<file path="config.mk">
export PLATFORM = sky130hd
export DESIGN_NAME = nv_sram_host
export DESIGN_NICKNAME = d
export VERILOG_FILES = /design/src/shared/nv_host_pkg.sv /design/src/shared/pin_seq_if.sv /design/src/hw/nv_pin_cycle.sv /design/src/hw/nv_sram_host.sv
export SDC_FILE = /design/constraint.sdc
export NUM_CORES = 1
export LEC_CHECK = 0
export CAP_MARGIN = 20
export CORE_MARGIN = 2
export CORE_UTILIZATION = 55
export DETAILED_ROUTE_END_ITERATION = 8
export DONT_BUFFER_PORTS = 1
export PLACE_DENSITY = 0.81
export SETUP_SLACK_MARGIN = 0.02
export SYNTH_ARGS = -nofsm -noshare
export SYNTH_HDL_FRONTEND = slang
export SYNTH_HIERARCHICAL = 1
export SYNTH_SLANG_ARGS = --single-unit
</file>
<file path="constraint.sdc">
create_clock -name i_clock -period 2.45 [get_ports i_clock]
set_input_delay 0.49 -clock i_clock [delete_from_list [all_inputs] [get_ports i_clock]]
set_output_delay 0.49 -clock i_clock [all_outputs]
set_load 0.01 [all_outputs]
</file>
<file path="src/shared/nv_host_pkg.sv">
// package: constants for the nonvolatile sram host controller
package nv_host_pkg;
  localparam int unsigned CLOCK_HZ = 10_000_000;
  localparam int unsigned ADDR_W   = 13;
  localparam int unsigned DATA_W   = 8;
  // times as printed
  localparam int unsigned STORE_DURATION_MS         = 10;
  localparam int unsigned CYCLE_FINISH_ALLOWANCE_US = 1;
  localparam int unsigned INHIBIT_RELEASE_DELAY_NS  = 700;
  localparam int unsigned STORE_REQUEST_PULSE_NS    = 15;
  localparam int unsigned STORE_BUSY_DELAY_NS       = 300;
  localparam int unsigned ACCESS_NS                 = 100;
  // derived cycle counts
  localparam int unsigned STORE_DURATION_CYC =
    STORE_DURATION_MS * (CLOCK_HZ / 1000);
  localparam int unsigned CYCLE_FINISH_CYC =
    (CYCLE_FINISH_ALLOWANCE_US * (CLOCK_HZ / 1_000_000));
  localparam int unsigned INHIBIT_RELEASE_CYC =
    (INHIBIT_RELEASE_DELAY_NS * (CLOCK_HZ / 1_000_000) + 999) / 1000;
  localparam int unsigned STORE_REQUEST_CYC =
    ((STORE_REQUEST_PULSE_NS * (CLOCK_HZ / 1_000_000) + 999) / 1000 < 1) ? 1 :
    (STORE_REQUEST_PULSE_NS * (CLOCK_HZ / 1_000_000) + 999) / 1000;
  localparam int unsigned STORE_BUSY_CYC =
    STORE_BUSY_DELAY_NS * (CLOCK_HZ / 1_000_000) / 1000;
  localparam int unsigned ACCESS_CYC =
    (ACCESS_NS * (CLOCK_HZ / 1_000_000) + 999) / 1000;
  // software sequence addresses
  localparam logic [12:0] SEQ_ADDR0   = 13'h0000;
  localparam logic [12:0] SEQ_ADDR1   = 13'h1555;
  localparam logic [12:0] SEQ_ADDR2   = 13'h0AAA;
  localparam logic [12:0] SEQ_ADDR3   = 13'h1FFF;
  localparam logic [12:0] SEQ_ADDR4   = 13'h10F0;
  localparam logic [12:0] SEQ_STORE   = 13'h0F0F;
  localparam logic [12:0] SEQ_RECALL  = 13'h0F0E;
  // command codes
  typedef enum logic [2:0] {
    CMD_READ   = 3'b000,
    CMD_WRITE  = 3'b001,
    CMD_HWSTORE = 3'b010,
    CMD_SWSTORE = 3'b011,
    CMD_RECALL = 3'b100
  } cmd_t;
endpackage : nv_host_pkg

</file>
<file path="src/shared/pin_seq_if.sv">
// interface: sequencer control between host top and pin sequencer
`timescale 1ns/100ps
`default_nettype none
interface pin_seq_if;
  logic        start;
  logic        is_write;
  logic        oe_read;
  logic [12:0] addr;
  logic [7:0]  wdata;
  logic        done;
  logic [7:0]  rdata;
  modport ctrl (output start, is_write, oe_read, addr, wdata, input done, rdata);
  modport seq  (input start, is_write, oe_read, addr, wdata, output done, rdata);
endinterface : pin_seq_if
`default_nettype wire

</file>
<file path="src/hw/nv_pin_cycle.sv">
// module: one chip-select-controlled sram cycle on the device pins
`timescale 1ns/100ps
`default_nettype none
module nv_pin_cycle
  import nv_host_pkg::*;
(
  // clock and reset
  input  wire logic        i_clock,
  input  wire logic        i_srst,
  // sampled data bus
  input  wire logic [7:0]  i_data_sync,
  // control
  pin_seq_if.seq           ctl,
  // pins
  output logic             o_chip_sel_n,
  output logic             o_write_n,
  output logic             o_out_gate_n,
  output logic [12:0]      o_byte_address,
  output logic [7:0]       o_data_out,
  output logic             o_data_oe
);
  typedef enum logic [1:0] {
    PC_IDLE = 2'b00,
    PC_ACT  = 2'b01,
    PC_END  = 2'b10
  } pc_state_t;

  pc_state_t   state_r, state_nxt;
  logic [3:0]  cnt_r, cnt_nxt;
  logic        cs_r, cs_nxt, we_r, we_nxt, og_r, og_nxt, oe_r, oe_nxt;
  logic [12:0] a_r, a_nxt;
  logic [7:0]  d_r, d_nxt, rd_r, rd_nxt;
  logic        done_r, done_nxt;

  always_comb begin
    state_nxt = state_r;
    cnt_nxt   = cnt_r;
    cs_nxt    = cs_r;
    we_nxt    = we_r;
    og_nxt    = og_r;
    oe_nxt    = oe_r;
    a_nxt     = a_r;
    d_nxt     = d_r;
    rd_nxt    = rd_r;
    done_nxt  = 1'b0;
    unique case (state_r)
      PC_IDLE: begin
        if (ctl.start) begin
          state_nxt = PC_ACT;
          a_nxt     = ctl.addr;
          d_nxt     = ctl.wdata;
          cs_nxt    = 1'b0;
          we_nxt    = ~ctl.is_write;
          og_nxt    = ~(ctl.oe_read & ~ctl.is_write);
          oe_nxt    = ctl.is_write;
          // two extra cycles so the data synchroniser holds pin data at capture
          cnt_nxt   = 4'(ACCESS_CYC + 2);
        end
      end
      PC_ACT: begin
        cnt_nxt = cnt_r - 4'h1;
        if (cnt_r == 4'h1) begin
          state_nxt = PC_END;
          rd_nxt    = i_data_sync;
          cs_nxt    = 1'b1;
          we_nxt    = 1'b1;
          og_nxt    = 1'b1;
        end
      end
      PC_END: begin
        oe_nxt    = 1'b0;
        done_nxt  = 1'b1;
        state_nxt = PC_IDLE;
      end
      default: state_nxt = PC_IDLE;
    endcase
  end

  always_ff @(posedge i_clock) begin
    if (i_srst) begin
      state_r <= PC_IDLE;
      cnt_r   <= 4'h0;
      cs_r    <= 1'b1;
      we_r    <= 1'b1;
      og_r    <= 1'b1;
      oe_r    <= 1'b0;
      a_r     <= 13'h0000;
      d_r     <= 8'h00;
      rd_r    <= 8'h00;
      done_r  <= 1'b0;
    end else begin
      state_r <= state_nxt;
      cnt_r   <= cnt_nxt;
      cs_r    <= cs_nxt;
      we_r    <= we_nxt;
      og_r    <= og_nxt;
      oe_r    <= oe_nxt;
      a_r     <= a_nxt;
      d_r     <= d_nxt;
      rd_r    <= rd_nxt;
      done_r  <= done_nxt;
    end
  end

  assign o_chip_sel_n   = cs_r;
  assign o_write_n      = we_r;
  assign o_out_gate_n   = og_r;
  assign o_byte_address = a_r;
  assign o_data_out     = d_r;
  assign o_data_oe      = oe_r;
  assign ctl.done       = done_r;
  assign ctl.rdata      = rd_r;

  // read cycles keep write strobe high
  read_strobe_high_a: assert property (@(posedge i_clock) disable iff (i_srst)
    (state_r == PC_ACT && og_r == 1'b0) |-> we_r)
    else $error("write strobe low during read");
  // address stable while selected
  addr_stable_a: assert property (@(posedge i_clock) disable iff (i_srst)
    (!cs_r && $past(!cs_r)) |-> $stable(a_r))
    else $error("address moved while selected");
endmodule : nv_pin_cycle
`default_nettype wire

</file>
<file path="src/hw/nv_sram_host.sv">
// module: host-side controller for a byte-wide nonvolatile static ram
// ----------------------------------------------------------------------
// Overview of operation
// - every read cycle is issued with write strobe and store/busy held high.
// - six reads at fixed addresses start a software store or recall.
// - the write strobe stays high through all six reads of the sequence.
// - the store request pulse on store/busy lasts at least 15 ns.
// ----------------------------------------------------------------------
`timescale 1ns/100ps
`default_nettype none
module nv_sram_host
  import nv_host_pkg::*;
#(
  parameter int unsigned STORE_WAIT_CYC = STORE_DURATION_CYC
) (
  // clock and reset
  input  wire logic        i_clock,
  input  wire logic        i_srst,
  // user command port
  input  wire logic        i_cmd_valid,
  input  wire logic [2:0]  i_cmd_op,
  input  wire logic [12:0] i_cmd_addr,
  input  wire logic [7:0]  i_cmd_wdata,
  input  wire logic        i_cmd_oe_read,
  output logic             o_cmd_ready,
  output logic             o_rsp_valid,
  output logic [7:0]       o_rsp_rdata,
  output logic             o_rsp_error,
  // device pins
  output logic             o_chip_sel_n,
  output logic             o_write_n,
  output logic             o_out_gate_n,
  output logic [12:0]      o_byte_address,
  input  wire logic [7:0]  i_data_io,
  output logic [7:0]       o_data_io,
  output logic             o_data_io_oe,
  input  wire logic        i_hw_store_busy_n,
  output logic             o_hw_store_busy_n,
  output logic             o_hw_store_busy_oe
);
  typedef enum logic [3:0] {
    ST_IDLE    = 4'b0000,
    ST_ACCESS  = 4'b0001,
    ST_SEQ     = 4'b0010,
    ST_HB_PULL = 4'b0011,
    ST_HB_REL  = 4'b0100,
    ST_HB_WAIT = 4'b0101,
    ST_RECOVER = 4'b0110,
    ST_NV_WAIT = 4'b0111,
    ST_RESP    = 4'b1000
  } state_t;

  localparam int unsigned CNT_W =
    $clog2(STORE_WAIT_CYC + CYCLE_FINISH_CYC + STORE_BUSY_CYC + 1);

  // ----------------------------------------------------------------------
  // pin synchronisers
  // ----------------------------------------------------------------------
  logic [7:0] data_s1_r, data_s2_r;
  logic       hsb_s1_r, hsb_s2_r;
  always_ff @(posedge i_clock) begin
    if (i_srst) begin
      data_s1_r <= 8'h00;
      data_s2_r <= 8'h00;
      hsb_s1_r  <= 1'b1;
      hsb_s2_r  <= 1'b1;
    end else begin
      data_s1_r <= i_data_io;
      data_s2_r <= data_s1_r;
      hsb_s1_r  <= i_hw_store_busy_n;
      hsb_s2_r  <= hsb_s1_r;
    end
  end

  // ----------------------------------------------------------------------
  // sequence address lookup
  // ----------------------------------------------------------------------
  function automatic logic [12:0] seq_addr(input logic [2:0] idx, input logic recall);
    logic [12:0] a;
    a = SEQ_ADDR0;
    unique case (idx)
      3'h0: a = SEQ_ADDR0;
      3'h1: a = SEQ_ADDR1;
      3'h2: a = SEQ_ADDR2;
      3'h3: a = SEQ_ADDR3;
      3'h4: a = SEQ_ADDR4;
      default: a = recall ? SEQ_RECALL : SEQ_STORE;
    endcase
    return a;
  endfunction : seq_addr

  pin_seq_if cyc ();

  nv_pin_cycle u_cycle (
    .i_clock        (i_clock),
    .i_srst         (i_srst),
    .i_data_sync    (data_s2_r),
    .ctl            (cyc),
    .o_chip_sel_n   (o_chip_sel_n),
    .o_write_n      (o_write_n),
    .o_out_gate_n   (o_out_gate_n),
    .o_byte_address (o_byte_address),
    .o_data_out     (o_data_io),
    .o_data_oe      (o_data_io_oe)
  );

  // ----------------------------------------------------------------------
  // command sequencer
  // ----------------------------------------------------------------------
  state_t            state_r, state_nxt;
  logic [CNT_W-1:0]  cnt_r, cnt_nxt;
  logic [2:0]        idx_r, idx_nxt;
  logic              recall_r, recall_nxt;
  logic              oe_rd_r, oe_rd_nxt;
  logic [7:0]        rdata_r, rdata_nxt;
  logic              rvalid_r, rvalid_nxt, err_r, err_nxt;
  logic              ready_r, ready_nxt;
  logic              hsb_oe_r, hsb_oe_nxt;
  logic              start_r, start_nxt, wr_r, wr_nxt;
  logic [12:0]       addr_r, addr_nxt;
  logic [7:0]        wdat_r, wdat_nxt;

  always_comb begin
    state_nxt  = state_r;
    cnt_nxt    = cnt_r;
    idx_nxt    = idx_r;
    recall_nxt = recall_r;
    oe_rd_nxt  = oe_rd_r;
    rdata_nxt  = rdata_r;
    rvalid_nxt = 1'b0;
    err_nxt    = 1'b0;
    ready_nxt  = 1'b0;
    hsb_oe_nxt = hsb_oe_r;
    start_nxt  = 1'b0;
    wr_nxt     = wr_r;
    addr_nxt   = addr_r;
    wdat_nxt   = wdat_r;
    unique case (state_r)
      ST_IDLE: begin
        ready_nxt = 1'b1;
        if (i_cmd_valid && ready_r) begin
          ready_nxt = 1'b0;
          oe_rd_nxt = i_cmd_oe_read;
          addr_nxt  = i_cmd_addr;
          wdat_nxt  = i_cmd_wdata;
          idx_nxt   = 3'h0;
          unique case (i_cmd_op)
            CMD_READ, CMD_WRITE: begin
              state_nxt = ST_ACCESS;
              wr_nxt    = (i_cmd_op == CMD_WRITE);
              start_nxt = 1'b1;
            end
            CMD_HWSTORE: begin
              state_nxt  = ST_HB_PULL;
              hsb_oe_nxt = 1'b1;
              cnt_nxt    = CNT_W'(STORE_REQUEST_CYC);
            end
            CMD_SWSTORE, CMD_RECALL: begin
              state_nxt  = ST_SEQ;
              recall_nxt = (i_cmd_op == CMD_RECALL);
              wr_nxt     = 1'b0;
              addr_nxt   = seq_addr(3'h0, 1'b0);
              start_nxt  = 1'b1;
            end
            default: begin
              state_nxt = ST_RESP;
              err_nxt   = 1'b1;
            end
          endcase
        end
      end
      ST_ACCESS: begin
        if (cyc.done) begin
          rdata_nxt = cyc.rdata;
          state_nxt = ST_RESP;
        end
      end
      ST_SEQ: begin
        if (cyc.done) begin
          rdata_nxt = cyc.rdata;
          if (idx_r == 3'h5) begin
            state_nxt = ST_NV_WAIT;
            cnt_nxt   = CNT_W'(STORE_WAIT_CYC);
          end else begin
            idx_nxt   = idx_r + 3'h1;
            addr_nxt  = seq_addr(idx_r + 3'h1, recall_r);
            start_nxt = 1'b1;
          end
        end
      end
      ST_HB_PULL: begin
        cnt_nxt = cnt_r - CNT_W'(1);
        if (cnt_r == CNT_W'(1)) begin
          hsb_oe_nxt = 1'b0;
          state_nxt  = ST_HB_WAIT;
          cnt_nxt    = CNT_W'(STORE_WAIT_CYC + CYCLE_FINISH_CYC + STORE_BUSY_CYC);
        end
      end
      ST_HB_WAIT: begin
        cnt_nxt = cnt_r - CNT_W'(1);
        if (hsb_s2_r && cnt_r < CNT_W'(STORE_WAIT_CYC + CYCLE_FINISH_CYC)) begin
          state_nxt = ST_RECOVER;
          cnt_nxt   = CNT_W'(INHIBIT_RELEASE_CYC);
        end else if (cnt_r == CNT_W'(0)) begin
          err_nxt   = 1'b1;
          state_nxt = ST_RESP;
        end
      end
      ST_RECOVER, ST_NV_WAIT: begin
        cnt_nxt = cnt_r - CNT_W'(1);
        if (cnt_r == CNT_W'(0)) begin
          state_nxt = ST_RESP;
        end
      end
      ST_RESP: begin
        rvalid_nxt = 1'b1;
        err_nxt    = err_r;
        state_nxt  = ST_HB_REL;
      end
      ST_HB_REL: begin
        state_nxt = ST_IDLE;
      end
      default: state_nxt = ST_IDLE;
    endcase
  end

  always_ff @(posedge i_clock) begin
    if (i_srst) begin
      state_r  <= ST_IDLE;
      cnt_r    <= '0;
      idx_r    <= 3'h0;
      recall_r <= 1'b0;
      oe_rd_r  <= 1'b1;
      rdata_r  <= 8'h00;
      rvalid_r <= 1'b0;
      err_r    <= 1'b0;
      ready_r  <= 1'b0;
      hsb_oe_r <= 1'b0;
      start_r  <= 1'b0;
      wr_r     <= 1'b0;
      addr_r   <= 13'h0000;
      wdat_r   <= 8'h00;
    end else begin
      state_r  <= state_nxt;
      cnt_r    <= cnt_nxt;
      idx_r    <= idx_nxt;
      recall_r <= recall_nxt;
      oe_rd_r  <= oe_rd_nxt;
      rdata_r  <= rdata_nxt;
      rvalid_r <= rvalid_nxt;
      err_r    <= err_nxt;
      ready_r  <= ready_nxt;
      hsb_oe_r <= hsb_oe_nxt;
      start_r  <= start_nxt;
      wr_r     <= wr_nxt;
      addr_r   <= addr_nxt;
      wdat_r   <= wdat_nxt;
    end
  end

  assign cyc.start    = start_r;
  assign cyc.is_write = wr_r;
  assign cyc.oe_read  = oe_rd_r;
  assign cyc.addr     = addr_r;
  assign cyc.wdata    = wdat_r;

  assign o_cmd_ready        = ready_r;
  assign o_rsp_valid        = rvalid_r;
  assign o_rsp_rdata        = rdata_r;
  assign o_rsp_error        = err_r;
  assign o_hw_store_busy_n  = 1'b0;
  assign o_hw_store_busy_oe = hsb_oe_r;

  // ----------------------------------------------------------------------
  // checks
  // ----------------------------------------------------------------------
  no_access_store_a: assert property (@(posedge i_clock) disable iff (i_srst)
    hsb_oe_r |-> o_chip_sel_n)
    else $error("chip selected while store requested");
  pulse_width_a: assert property (@(posedge i_clock) disable iff (i_srst)
    $fell(hsb_oe_r) |-> $past(hsb_oe_r, STORE_REQUEST_CYC))
    else $error("store request pulse too short");
  seq_no_write_a: assert property (@(posedge i_clock) disable iff (i_srst)
    (state_r == ST_SEQ) |-> o_write_n)
    else $error("write strobe low in sequence");
  seq_count_a: assert property (@(posedge i_clock) disable iff (i_srst)
    (state_r == ST_SEQ && cyc.done && idx_r == 3'h5) |=> state_r == ST_NV_WAIT)
    else $error("sequence did not end after six reads");
  resp_after_a: assert property (@(posedge i_clock) disable iff (i_srst)
    (state_r == ST_RESP) |=> (o_rsp_valid && state_r == ST_HB_REL))
    else $error("response not given");
endmodule : nv_sram_host
`default_nettype wire

</file>
* Yosys cells after proc, flatten, opt, wreduce, memory -nomap -nowiden *
Cells that the tools add are included.

storage, ports and cells
  bits in registers = 119
  input port bits = 37
  output and inout port bits = 38
  logic and storage cells = 158

operators by class
  add/subtract/negate cells = 3
  $lt $le $gt $ge = 1
  equal/unequal tests = 29
  mux-type cells = 59
  bitwise logic cells = 4
  reductions and logical operators = 34

operators by type and width
  operator                 count
  $mux W17                 6
  $pmux W17 S5             1
  $pmux W13 S5             1
  $mux W13                 4
  $mux W4                  8
  $pmux W4 S7              1
  $pmux W13 S2             1
  $mux W1                  20
  $eq A17 B1 Y1 const B    1
  $logic_not A17 Y1        1
  $lt A17 B17 Y1 const B   1
  $sub A17 B1 Y17 const B  1
  $pmux W1 S2              7
  $reduce_and A2 Y1        7
  $eq A3 B2 Y1 const B     4
  $eq A4 B3 Y1 const B     3
  $pmux W4 S3              1
  $ne A2 B2 Y1 const B     5
  $reduce_and A5 Y1        2
  $reduce_bool A2 Y1       5
  $reduce_or A2 Y1         5
  $eq A3 B3 Y1 const B     3
  $mux W3                  3
  $reduce_and A3 Y1        3
  other kinds (24)         36

* Longest topological paths before layout *
  depth in word-level cells = 6
  gate-level depth with buffers = 8
  gate-level depth less buffers = 7

* Modules after synthesis *
The synthesis kept the hierarchy.

modules (own cells, without submodules)
  module        times used  cells an instance  area each (um^2)  sequential area each (um^2)
  nv_sram_host  1           466                4025.1            1581.5
  nv_pin_cycle  1           165                1488.9            800.8

* Worst setup path after synthesis *
OpenSTA, ideal clock, no wires.

  path type = register to register
  from = register idx_r[1]
  to = register cnt_r[9] (netlist name)
  setup time = 118 ps
  data arrival time = 1946 ps
  data required time = 2332 ps
  setup slack = 387 ps
  cell stages (with the launch flop) = 8
  buffers on the path = 0
  clock period less this slack = 2063 ps
  cell sequence = dfxtp_1 -> inv_1 -> ha_1 -> and4_1 -> a2111oi_4 -> nor2_2 -> mux2_1 -> o2bb2ai_1

RTL lines
  what                      line                 RTL
  start: declaration        nv_sram_host.sv:112  logic [2:0] idx_r, idx_nxt;
  start signal: assignment  nv_sram_host.sv:246  idx_r <= idx_nxt;

==> results_dict.tcl <==
set metrics [dict create \
    status "completed" \
    yosysTopAreaCell "dfxtp_1" \
    clk_latency_ns 0.52 \
    clockBufferDepth 2 \
    dpl_cell_area_um2 5650 \
    switching_share_pct 36.8 \
    nets 678 \
    p_leak_nw 2.34 \
    setup_viol 0 \
    tightestPinTransition_ns 0.759 \
    ys_types 86 \
    timing.rr.end "cnt_r[11]" \
    track_usage_pct 24.3 \
    post-route-period-util_pct 93.4 \
    syn_area_um2 5510 \
    synth-edff-count 0 \
    synth_mux_area_share_pct 2.04 \
    min_from "i_srst" \
    crit_type "reg2reg" \
    power_density_nw_per_um2 1210 \
    ys_top_cells_by_area "dfxtp_1 (43%), nand2_1 (6.5%), a21oi_1 (4.5%), nor2_1 (3.3%), nor2b_1 (2.4%)" \
    hold_path_class "in2reg" \
    finalMaxSlewViolations 0 \
    comb_power_share_pct 36.3 \
    initial_utilization_pct 56.4 \
    synth_top_family_by_area "simple AND/OR/NAND/NOR gates" \
    startpoint_type "flip-flop" \
    vias 4659 \
    place_hpwl_um 8850 \
    hold_path_end "cnt_r[4]" \
    rrSetupSlack_ns 0.16 \
    clock-sinks 119 \
    instances_no_fill 776 \
    ir_drop_uv 469 \
    endpoint_kind "flip-flop" \
    reg2reg_from "idx_r[1]" \
    syn_nets 677 \
    fmax_mhz 437 \
    grt_pass1_vias 4555 \
    worstPathRequired_ns 2.84 \
    ys_seq_area_share_pct 43.2 \
    postCtsSetupRepairBufs 0 \
    finalPower_mw 7.51 \
    slew_headroom_pct 49.4 \
    wirelength_um 13100 \
    ant_nets 0 \
    layout_commonest_cell "dfxtp_1" \
    yosysWarnings 6 \
    rows 36 \
    die_area_um2 10800 \
    crit_fanout 8 \
    antenna_found_initial 0 \
    p_int_mw 4.75 \
    reg2regPathDepth 8 \
    drive_gt1_share_pct 13.7 \
    cts_tree "done" \
    power_frac_seq_pct 33.5 \
    p_clk_share_pct 30.2 \
    synth_ff_type "dfxtp_1" \
    diodes 0 \
    rsz0062_at_grt "false" \
    grt_max_degree 102 \
    cts_made_buffers 17 \
    period_minus_slack_ns 2.29 \
    htree_levels 4 \
    ctsRootBufferMaster "clkbuf_8" \
    pin_count 75 \
    worstPathArrival_ns 2.68 \
    async_flop_share_pct 0 \
    synth_compound_area_share_pct 20.1 \
    die_x_um 104 \
    syn-instance-count 631 \
    setup_tns_ns 0 \
    utilization_pct 63.5 \
    drcViolationCount 0 \
    synth_top_area_share_pct 43.2 \
    synth_seq_cells 119 \
    hold_violations 0 \
    placed_cells 746 \
    first_iter_violations 355 \
    hold_depth 1 \
    clk_pin_slew_ns 0.06 \
    drt-wirelength-per-cell_um 16.8 \
    finalClockSkew_ns 0.00613 \
    drt_first_pass_iters 5 \
    maxCapViolCount 0 \
    avgSynthCellArea_um2 8.74 \
    gp_congestion 0.871 \
    grt_overflow_total 0 \
    grt_pass1_wl_um 21400 \
    vias_per_cell 6.00 \
    placement.io_buffers 0 \
    syn_to_final_growth_pct 12.5 \
    p_switching_mw 2.76 \
    core_um2 9770 \
    dieHeight_um 104 \
    synth-adder-area-share_pct 2.04 \
    yosys.area_share.simple_pct 26.3 \
    synthXorXnorAreaFrac_pct 1.43 \
    finalInstanceArea_um2 6200 \
    final_cell_mix "dfxtp_1 (118), nand2_1 (96), a21oi_1 (50)" \
]
## layer usage
| layer | up-vias | global-route usage [%] | part of all wire (%) | routed length [µm] |
|---|---|---|---|---|
| li1 | 2243 | - | - | - |
| met1 | 2220 | 28.7 | 42 | 5550 |
| met2 | 166 | 41.6 | 49 | 6410 |
| met3 | 30 | 5.76 | 5.9 | 767 |
| met4 | 0 | 11.5 | 2.6 | 346 |
| met5 | - | 0 | 0 | 0 |
## power by group through the flow
| stage | Clock [mW] | Combinational, mW | Sequential (mW) |
|---|---|---|---|
| floorplan | 0 | 2.15 | 2.43 |
| global placement | 0 | 2.57 | 2.52 |
| detailed placement | 0 | 2.66 | 2.54 |
| CTS | 2.30 | 2.70 | 2.50 |
| global route | 2.38 | 3.00 | 2.55 |
| finish | 2.27 | 2.73 | 2.51 |
## cells by family (layout without fill, tap and decap cells)
kind of cell               Yosys count  in the layout
muxes                               11             11
DFF                                119            119
and+or+nand+nor                    273            273
buffers and inverters               54             66
adders and majority gates            9              9
AOI/OAI and AO/OA                  155            155
other                                1              1
xor gates and xnor gates             9              9
## synth_stat cells (all sizes together), types with 5 or more instances
master  number
o31ai        7
and3         5
o21a         6
nor4         8
or3          7
nand2       97
a31oi        9
a211oi      16
ha           9
inv         12
o21ai       20
a22o         9
nand3b       5
nor3        28
mux2i        9
buf         26
nand3       14
nor2        54
dfxtp      119
clkbuf      16
a21o         8
xnor2        9
nor2b       22
a21oi       53
## critical path, cell delays in order, from the launching register on
cell       delay (ns)
dfxtp_1          0.34
inv_1            0.11
ha_1             0.27
and4_1           0.30
a2111oi_4        0.07
or2_1            0.35
buf_12           0.18
o41ai_4          0.46
nor2_1           0.10
## worst max-delay path by stage
| stage | endpoint | startpoint | slack (ns) | cells past startpoint |
|---|---|---|---|---|
| 3_5_place_dp | cnt_r[12] | idx_r[1] | 0.16 | 8 |
| 4_1_cts | cnt_r[12] | idx_r[1] | 0.14 | 8 |
| 2_1_floorplan | cnt_r[9] | idx_r[1] | 0.39 | 7 |
| 3_3_place_gp | cnt_r[6] | idx_r[1] | 0.27 | 8 |
| 6_report | cnt_r[11] | idx_r[1] | 0.16 | 8 |
| 5_1_grt | cnt_r[12] | idx_r[1] | 0.04 | 8 |
## through the flow
stage | setup WS (ns) | hold WS (ns)
global route | 0.0354 | 0.0255
finish | 0.161 | 0.0420
global placement | 0.269 | 0.391
CTS | 0.145 | 0.0224
detailed placement | 0.155 | 0.398
floorplan | 0.387 | 0.389
## area by class of cell
class,count,area (µm²)
clock buffer,22,473
clock inverter,8,73.8
fill,826,3570
inverter,12,45.0
multi-input combinational,458,2870
sequential,119,2380
tap,133,166
timing repair buffer,24,193
## timing repair
action                     CTS  global route
resized for setup            0             1
setup endpoints to repair    0             2
hold buffers                 0             0
## sequential cells by signal, summed over array words and instances (netlist names), 8 cells and up
register	flops
cyc.wdata	8
data_s2_r	8
u_cycle/o_byte_address	13
cnt_r	17
u_cycle/ctl.rdata	8
addr_r	13
o_rsp_rdata	8
u_cycle/o_data_out	8
data_s1_r	8
(Power assumes the default switching activity.)
